<file path="src/verilog/sram_wr_defines.svh">
// Purpose: Timing figures and bus widths for the async SRAM write host
// Assumes: 100 MHz clock, 10 ns period
// Notes: Times in ns as specified; cycle counts derived by rounding up
`ifndef SRAM_WR_DEFINES_SVH
`define SRAM_WR_DEFINES_SVH

`define CLK_PERIOD_NS 10
`define CYC_UP(ns) (((ns) + `CLK_PERIOD_NS - 1) / `CLK_PERIOD_NS)

// Fast grade figures
`define T_CYCLE_F_NS 12
`define T_AV_END_F_NS 10
`define T_AV_END_GH_F_NS 9
`define T_EN_END_F_NS 10
`define T_EN_END_GH_F_NS 9
`define T_DV_END_F_NS 6
// Slow grade figures
`define T_CYCLE_S_NS 15
`define T_AV_END_S_NS 12
`define T_AV_END_GH_S_NS 10
`define T_EN_END_S_NS 12
`define T_EN_END_GH_S_NS 10
`define T_DV_END_S_NS 7
// Data hold
`define T_HOLD_NS 0

`define ADDR_W 18
`define DATA_W 16
`define LANE_W 2
`define PULSE_CNT_W 4

`endif

</file>
<file path="src/verilog/sram_wr_pkg.sv">
// Purpose: Types for the async SRAM write host
// Assumes: Constants live in sram_wr_defines.svh
// Notes: One-hot state codes
package sram_wr_pkg;
	typedef enum logic [3:0] {
		ST_IDLE = 4'h1,
		ST_SETUP = 4'h2,
		ST_PULSE = 4'h4,
		ST_RECOV = 4'h8
	} wr_state_t;
endpackage : sram_wr_pkg

</file>
<file path="src/verilog/wr_timer_if.sv">
// Purpose: Carrier between the sequencer and its pulse timer
// Assumes: Single clock domain
// Notes: load starts a count, done flags its end
`timescale 1ns/1ps
`include "sram_wr_defines.svh"
interface wr_timer_if;
	logic load;
	logic [`PULSE_CNT_W-1:0] count;
	logic done;
	modport ctrl (output load, output count, input done);
	modport timer (input load, input count, output done);
endinterface : wr_timer_if

</file>
<file path="src/verilog/wr_timer.sv">
// Purpose: Down-counter timing the asserted part of a write
// Assumes: count of zero or more cycles
// Notes: done is high while no count is running
`timescale 1ns/1ps
`include "sram_wr_defines.svh"
module wr_timer (
	input wire logic clk,
	input wire logic rst,
	wr_timer_if.timer tif
);
	logic [`PULSE_CNT_W-1:0] left_q;

	always_ff @(posedge clk) begin
		if (rst) begin
			left_q <= '0;
		end else if (tif.load) begin
			left_q <= tif.count;
		end else if (left_q != '0) begin
			left_q <= left_q - 1'b1;
		end
	end

	assign tif.done = (left_q == '0);
endmodule : wr_timer

</file>
<file path="src/verilog/sram_wr_host.sv">
// Purpose: Host controller driving chip-enable-controlled SRAM writes
// Assumes: 100 MHz clk, synchronous active-high rst, one grade per build
// Notes: Output enable is held high, so the shorter output-enable-high
//   limits apply. Requests outside idle are ignored, not queued; the
//   requester must wait for ready. A request with no lane bits still
//   strobes both enables but writes no byte.
//
// Functional notes
// - Write cycle at least 12 or 15 ns
// - Address valid to write end 10/12 ns
// - With output enable high: 9/10 ns
// - Chip enable low to write end 10/12 ns
// - With output enable high: 9/10 ns
// - Data valid 6/7 ns before write end
// - Byte enable low 10/12, or 9/10 ns
// - Write enable stays high during reads
`timescale 1ns/1ps
`include "sram_wr_defines.svh"
module sram_wr_host import sram_wr_pkg::*; #(
	parameter bit SLOW_GRADE = 1'b0,
	parameter bit OE_HIGH = 1'b1
) (
	input wire logic clk,
	input wire logic rst,
	input wire logic req_valid,
	input wire logic [`ADDR_W-1:0] req_addr,
	input wire logic [`DATA_W-1:0] req_data,
	input wire logic [`LANE_W-1:0] req_lane_en,
	output logic req_ready,
	output logic wr_done,
	output logic [`ADDR_W-1:0] word_address,
	output logic chip_en_n,
	output logic write_en_n,
	output logic out_en_n,
	output logic low_lane_sel_n,
	output logic high_lane_sel_n,
	output logic [`DATA_W-1:0] data_bus_o,
	output logic data_bus_oe
);
	localparam int T_CYC = SLOW_GRADE ? `T_CYCLE_S_NS : `T_CYCLE_F_NS;
	localparam int T_AV = OE_HIGH ?
		(SLOW_GRADE ? `T_AV_END_GH_S_NS : `T_AV_END_GH_F_NS) :
		(SLOW_GRADE ? `T_AV_END_S_NS : `T_AV_END_F_NS);
	localparam int T_EN = OE_HIGH ?
		(SLOW_GRADE ? `T_EN_END_GH_S_NS : `T_EN_END_GH_F_NS) :
		(SLOW_GRADE ? `T_EN_END_S_NS : `T_EN_END_F_NS);
	localparam int T_DV = SLOW_GRADE ? `T_DV_END_S_NS : `T_DV_END_F_NS;

	// Enable pulse covers the longest of enable, address and data limits
	localparam int T_PULSE_MAX = (T_EN > T_AV) ? T_EN : T_AV;
	localparam int T_PULSE = (T_PULSE_MAX > T_DV) ? T_PULSE_MAX : T_DV;
	localparam int PULSE_CYC = `CYC_UP(T_PULSE);

	// Setup plus pulse plus recovery must reach the cycle time
	localparam int CYC_CYC = `CYC_UP(T_CYC);
	localparam int REC_RAW = CYC_CYC - PULSE_CYC - 1;
	localparam int REC_CYC = (REC_RAW > 0) ? REC_RAW : 0;
	// The timer counts the pulse cycles beyond the first one
	localparam logic [`PULSE_CNT_W-1:0] PULSE_CNT =
		`PULSE_CNT_W'(PULSE_CYC - 1);
	localparam logic [`PULSE_CNT_W-1:0] REC_CNT = `PULSE_CNT_W'(REC_CYC);

	wr_state_t state_q;
	logic [`PULSE_CNT_W-1:0] rec_q;
	wr_timer_if tif ();

	// Shared decodes: request taken, and last cycle of the enable pulse
	logic take;
	logic pulse_end;

	wr_timer u_timer (
		.clk(clk),
		.rst(rst),
		.tif(tif)
	);

	assign tif.load = (state_q == ST_SETUP);
	assign tif.count = PULSE_CNT;

	assign take = (state_q == ST_IDLE) && req_valid;
	assign pulse_end = (state_q == ST_PULSE) && tif.done;

	always_ff @(posedge clk) begin
		if (rst) begin
			state_q <= ST_IDLE;
		end else begin
			case (state_q)
				ST_IDLE: begin
					if (req_valid) begin
						state_q <= ST_SETUP;
					end
				end
				// One setup cycle puts address, data and write enable out
				// before chip enable falls
				ST_SETUP: begin
					state_q <= ST_PULSE;
				end
				ST_PULSE: begin
					if (tif.done) begin
						state_q <= ST_RECOV;
					end
				end
				ST_RECOV: begin
					if (rec_q == '0) begin
						state_q <= ST_IDLE;
					end
				end
				default: begin
					state_q <= ST_IDLE;
				end
			endcase
		end
	end

	// Recovery padding keeps the whole cycle at or above its minimum
	always_ff @(posedge clk) begin
		if (rst) begin
			rec_q <= '0;
		end else if (pulse_end) begin
			rec_q <= REC_CNT;
		end else if (rec_q != '0) begin
			rec_q <= rec_q - 1'b1;
		end
	end

	// Address goes out one cycle ahead of chip enable and stays until
	// the next request, so it is valid across the whole enable pulse
	always_ff @(posedge clk) begin
		if (rst) begin
			word_address <= '0;
		end else if (take) begin
			word_address <= req_addr;
		end
	end

	// Write data latched with the address, long before the pulse ends
	always_ff @(posedge clk) begin
		if (rst) begin
			data_bus_o <= '0;
		end else if (take) begin
			data_bus_o <= req_data;
		end
	end

	// Data driven from setup through the end of the pulse; hold is 0 ns
	always_ff @(posedge clk) begin
		if (rst) begin
			data_bus_oe <= 1'b0;
		end else begin
			data_bus_oe <= take || state_q == ST_SETUP ||
				(state_q == ST_PULSE && !tif.done);
		end
	end

	// Write enable leads chip enable and trails its rise
	always_ff @(posedge clk) begin
		if (rst) begin
			write_en_n <= 1'b1;
		end else if (take) begin
			write_en_n <= 1'b0;
		end else if (state_q == ST_RECOV || state_q == ST_IDLE) begin
			write_en_n <= 1'b1;
		end
	end

	// Lane selects span the whole write, so each byte pulse is long enough
	always_ff @(posedge clk) begin
		if (rst) begin
			low_lane_sel_n <= 1'b1;
			high_lane_sel_n <= 1'b1;
		end else if (take) begin
			low_lane_sel_n <= ~req_lane_en[0];
			high_lane_sel_n <= ~req_lane_en[1];
		end else if (state_q == ST_RECOV || state_q == ST_IDLE) begin
			low_lane_sel_n <= 1'b1;
			high_lane_sel_n <= 1'b1;
		end
	end

	// Chip enable falls after write enable and rises before it
	always_ff @(posedge clk) begin
		if (rst) begin
			chip_en_n <= 1'b1;
		end else begin
			chip_en_n <= !(state_q == ST_SETUP ||
				(state_q == ST_PULSE && !tif.done));
		end
	end

	// Output enable stays high so the shorter limits hold
	always_ff @(posedge clk) begin
		if (rst) begin
			out_en_n <= 1'b1;
		end else begin
			out_en_n <= 1'b1;
		end
	end

	// Ready tells the requester that idle will take a request next edge
	always_ff @(posedge clk) begin
		if (rst) begin
			req_ready <= 1'b0;
		end else begin
			req_ready <= (state_q == ST_IDLE && !req_valid) ||
				(state_q == ST_RECOV && rec_q == '0);
		end
	end

	// One-cycle completion strobe as chip enable rises
	always_ff @(posedge clk) begin
		if (rst) begin
			wr_done <= 1'b0;
		end else begin
			wr_done <= pulse_end;
		end
	end
endmodule : sram_wr_host

</file>
<file path="config.mk">
export PLATFORM = sky130hd
export DESIGN_NAME = sram_wr_host
export DESIGN_NICKNAME = d
export VERILOG_FILES = /design/src/verilog/sram_wr_pkg.sv /design/src/verilog/wr_timer_if.sv /design/src/verilog/wr_timer.sv /design/src/verilog/sram_wr_host.sv
export VERILOG_INCLUDE_DIRS = /design/src /design/src/verilog
export SDC_FILE = /design/constraint.sdc
export NUM_CORES = 1
export LEC_CHECK = 0
export BUFFER_PORTS_ARGS = -buffer_cell sky130_fd_sc_hd__buf_2
export CORE_MARGIN = 2
export CORE_UTILIZATION = 44
export CTS_CLUSTER_SIZE = 30
export DETAILED_ROUTE_END_ITERATION = 12
export PLACE_DENSITY_LB_ADDON = 0.12
export SYNTH_ARGS = -nofsm -noshare
export SYNTH_HDL_FRONTEND = slang
export SYNTH_SLANG_ARGS = --single-unit
export TNS_END_PERCENT = 1
</file>
<file path="constraint.sdc">
create_clock -name clk -period 1.54 [get_ports clk]
set_input_delay 0.154 -clock clk [delete_from_list [all_inputs] [get_ports clk]]
set_output_delay 0.154 -clock clk [all_outputs]
set_load 0.02 [all_outputs]
</file>
* Word-level counts from Yosys, hierarchy flattened *
Cells that the tools add are included.

operators by class
  divide/modulo/power cells = 0
  equality and inequality tests = 7
  $mul = 0
  bitwise gates (word level) = 2
  multiplexer cells = 8
  reductions and logical operators = 21
  add/subtract/negate cells = 2
  order comparisons = 0
  shift-type cells = 0

operators by type and width
  cell                                                   number
  one-hot mux 4 bit (4 select lines)                     1
  two-way mux 4 bit                                      3
  zero test 4 bit                                        2
  nonzero test 4 bit                                     2
  subtractor 4 x 1 -> 4 bit, second input constant       2
  logical AND 1 bit                                      5
  logical OR 1 bit                                       5
  == test 4 x 1 -> 1 bit, second input constant          1
  == test 4 x 2 -> 1 bit, second input constant          1
  == test 4 x 3 -> 1 bit, second input constant          1
  == test 4 bit, second input constant                   1
  two-way mux 1 bit                                      4
  inequality test 2 bit, second input constant           2
  OR reduction 2 bit                                     2
  zero test 1 bit                                        3
  AND reduction 3 bit                                    1
  inequality test 2 x 1 -> 1 bit, second input constant  1
  inverter 1 bit                                         2
  nonzero test 2 bit                                     1

storage, ports and cells
  logic and storage cells = 52
  output and inout bits = 42
  memories = 0
  register bits = 53
  RAM bits = 0
  memory bits (read-only) = 0
  bits in latches = 0
  input port bits = 39

* Longest topological paths before layout *
  word-level depth = 5
  depth in mapped cells = 6
  mapped depth without buffers = 5

* Modules after synthesis *
Synthesis repeated with hierarchy kept, for this count alone.

second synthesis, totals
  cell total of the unflattened synthesis = 254
  area total of the unflattened synthesis = 2245.9 sq um

by module, submodules not included
  module        seq. area each (sq um)  cells each  area an instance (sq um)  times used
  sram_wr_host  980.9                   230         2016.9                    1
  wr_timer      80.1                    24          229.0                     1

* Least setup slack after synthesis *
OpenSTA, ideal clock, no wires.

  kind = reg2reg
  start point = register u_timer.left_q[0]
  end point = register data_bus_oe
  period minus slack after synthesis = 1624 ps
  cell stages (with the launch flop) = 7
  buffers on the path = 1
  required time = 1425 ps
  setup time = 115 ps
  data arrival time = 1510 ps
  path slack = -84 ps
  cells stage by stage = dfxtp_1 inv_1 ha_1 or3b_2 clkbuf_1 and4b_1 o21a_1

between the ends
  longest elaborated chain between the ends = 4

ends and longest elaborated chain
  item                      RTL line             RTL
  start: declaration        wr_timer.sv:11       logic [`PULSE_CNT_W-1:0] left_q;
  start signal: assignment  wr_timer.sv:17       left_q <= tif.count;
  start signal: assignment  wr_timer.sv:19       left_q <= left_q - 1'b1;
  zero test 4 bit           wr_timer.sv:23       assign tif.done = (left_q == '0);
  zero test 1 bit           sram_wr_host.sv:151  (state_q == ST_PULSE && !tif.done);
  logical AND 1 bit         sram_wr_host.sv:151
  logical OR 1 bit          sram_wr_host.sv:150  data_bus_oe <= take || state_q == ST_SETUP ||
  end signal: assignment    sram_wr_host.sv:150
  end: declaration          sram_wr_host.sv:38   output logic data_bus_oe

Every way passes these cells.
A chain may end at the register's enable or synchronous reset.

* Worst setup path after layout *
Ends and elaborated chain as after synthesis.

==> impl_metrics.tcl <==
set metrics [dict create \
    worstSetupPathType "register to register" \
    yosys.cell_types.count 43 \
    hold_buffers 0 \
    start_util_pct 46.4 \
    status "finished, final reports clean" \
    syn_area_per_cell_sq_um 8.99 \
    p_leak_nw 1.28 \
    ys.flop_type "dfxtp_1" \
    max_slew_margin_pct 66.4 \
    hold_viol 0 \
    ios 81 \
    min_period_over_period_pct 94.6 \
    grt_pass1_wl_um 8510 \
    worstMarginPinSlew_ns 0.504 \
    rr_startpoint "u_timer.left_q[0]" \
    cts_tree "done" \
    port_buffers 79 \
    maxCapViolCount 0 \
    coreArea_sq_um 4790 \
    worst_setup_path_start_kind "register" \
    synth_edf_count 0 \
    placed_cell_area_sq_um 2670 \
    synth_cells 247 \
    root_buffer "clkbuf_8" \
    reg2reg_depth 5 \
    critPathMaxStageDelay_ns 0.44 \
    drv_slew 0 \
    synth.top_cell.area_share_pct 47.8 \
    r2r_end "data_bus_oe" \
    crit_arrival_ns 1.66 \
    antenna-diode-count 0 \
    cts.path.max_buffers 2 \
    ys_ff_latch 53 \
    hp-class "input pin to register" \
    peakVddDrop_uv 559 \
    rrSetupSlack_ns 0.08 \
    postLayoutCellArea_sq_um 2830 \
    ys_warn_count 0 \
    power_density_nw_per_um2 1170 \
    cp_max_fo 9 \
    path_delay_family "simple AND/OR/NAND/NOR gates" \
    finClkSkew_ns 0.00562 \
    ys_async_sr_fraction_pct 0 \
    clk_latency_ns 0.30 \
    grt_usage_pct 19.4 \
    worst_setup_path_end_kind "register" \
    setup_viol 0 \
    hold_end "high_lane_sel_n" \
    cp_num_buf_inv 1 \
    dpl.hpwl_um 3640 \
    syn_area_sq_um 2220 \
    fin_util_pct 59.2 \
    antenna_found_initial 0 \
    rsz0062_at_grt "true" \
    cts.htree.levels 2 \
    wl_per_cell_um 13.4 \
    crit_chain "inv_2, ha_1, or3b_4, and4b_1, o21a_1" \
    drive_gt1_share_pct 36.7 \
    fin_nets 369 \
    dieWidth_um 75.0 \
    drc_errors 0 \
    synthToLayoutAreaGrowth_pct 27.6 \
    vias_per_cell 5.12 \
    postRouteAntennaNets 0 \
    min_delay_path_depth 2 \
    yosysTopAreaCell "dfxtp_1" \
    clk_pin_slew_ns 0.09 \
    dieHeight_um 75.0 \
    drt_iter0_drc 100 \
    critical_path_required_ns 1.74 \
    wirelength_um 5300 \
    overflow 0 \
    synth_area_leaders "dfxtp_1 (48%), a21oi_1 (8.1%), nand3_1 (7.7%), o21ai_1 (6.3%), buf_6 (2.5%)" \
    vias 2018 \
    clock-sinks 53 \
    min_period_ns 1.46 \
    dr.pass1.iters 4 \
    gp_congestion 0.858 \
    fmax_ghz 0.686 \
    rows 25 \
    floorplan.die_area_sq_um 5630 \
    first_global_vias 1881 \
    grt_max_degree 29 \
    cts-buffers-inserted 5 \
    ys_seq_area_share_pct 47.8 \
    syn-num-nets 290 \
    cp_slowest_cell "or3b_4" \
    hold_start "req_lane_en[1]" \
]
layout by cell type (no fill, tap or decap), types with 2 or more instances in the layout:
cell type  instances
nor2_1             3
nand2_1            2
nor2b_1            2
dfxtp_2            2
nand3_1           34
inv_1              6
or3b_4             2
or4b_4             2
nor4_1             3
buf_6              4
buf_2             79
a2bb2oi_1          2
xnor2_1            5
o21a_1             2
nor3b_1            2
o21ai_0            4
a21oi_1           36
dfxtp_1           51
and3_1             3
clkbuf_8           7
o21ai_1           29
xor2_1             2
ha_1               4
nor3_1             5
buf_4             13
o21ai_2            2
worst reg2reg max path, cell delays in order, from the launching register on:
cell	delay, ns
dfxtp_2	0.33
inv_2	0.07
ha_1	0.13
or3b_4	0.44
and4b_1	0.22
o21a_1	0.17
routing by layer:
layer / part of all wire, % / wire [um] / global-route usage, % / up-vias
met5: 0 / 0 / 0 / -
met4: 0.79 / 42 / 5.95 / 0
met3: 6.4 / 339 / 4.82 / 6
met2: 46 / 2440 / 30.6 / 72
met1: 47 / 2480 / 26.2 / 904
li1: - / - / - / 1036
sequential cells by signal, indices dropped and copies added, names as in the netlist, 4 cells and up:
name	count
data_bus_o	16
word_address	18
state_q	4
u_timer.left_q	4
rec_q	4
kinds of logic after synthesis:
logic type,after synthesis,share of synthesized area [%]
flops,53,47.8
compound gates,83,21.0
buf+inv,32,7.66
fa+ha+maj,4,2.25
xor+xnor,7,2.76
other cells,1,0.169
simple gates,67,18.4
cells in the mapped netlist (all sizes together) (2+ instances only):
cell / instances
or4b: 2
a2bb2oi: 2
inv: 7
nor2: 4
a21oi: 36
nor3b: 2
and3: 3
dfxtp: 53
nor4: 3
buf: 13
xor2: 2
nand3: 34
o21ai: 35
nand2: 2
o21a: 2
nor2b: 2
ha: 4
xnor2: 5
or3b: 2
nor3: 6
clkbuf: 12
where the power goes:
part / total (mW) / switching [mW] / internal, mW
combinational: 0.904 / 0.485 / 0.419
clock: 0.847 / 0.440 / 0.407
sequential: 1.57 / 0.0739 / 1.49
worst max path at each step:
| stage | from | endpoint | slack [ns] | cells after the start |
|---|---|---|---|---|
| finish | u_timer.left_q[0] | data_bus_oe | 0.08 | 5 |
| global route | state_q[1] | word_address[16] | -0.002 | 4 |
| CTS | state_q[2] | state_q[3] | 0.0007 | 4 |
| detailed placement | state_q[2] | state_q[3] | 0.02 | 4 |
| global placement | state_q[2] | state_q[3] | 0.02 | 4 |
| floorplan | state_q[2] | data_bus_o[11] | 0.02 | 6 |
per-stage QoR:
step	TNS (ns)	setup WS, ns	hold slack [ns]	power, mW	cells
global placement	0	0.0160	0.331	2.43	383
floorplan	0	0.0216	0.244	2.17	247
detailed placement	0	0.0203	0.336	2.43	383
CTS	0	0.000653	0.00713	3.28	391
global route	-0.00173	-0.00173	0.0183	3.52	394
finish	0	0.0830	0.0184	3.32	394
timing repair:
| action | 4_1_cts | 5_1_grt |
|---|---|---|
| setup endpoints to repair | 0 | 35 |
| hold endpoints to repair | 0 | 0 |
| resized for setup | 0 | 14 |
| buffers inserted | 0 | 2 |
area by class of cell:
class,count,area (sq um)
clock buffer,7,96.3
clock inverter,1,5.00
fill,456,1950
inverter,7,26.3
multi-input combinational,162,1010
sequential,53,1060
tap,67,83.8
timing repair buffer,97,546
Power figures use the tool's default switching activity.
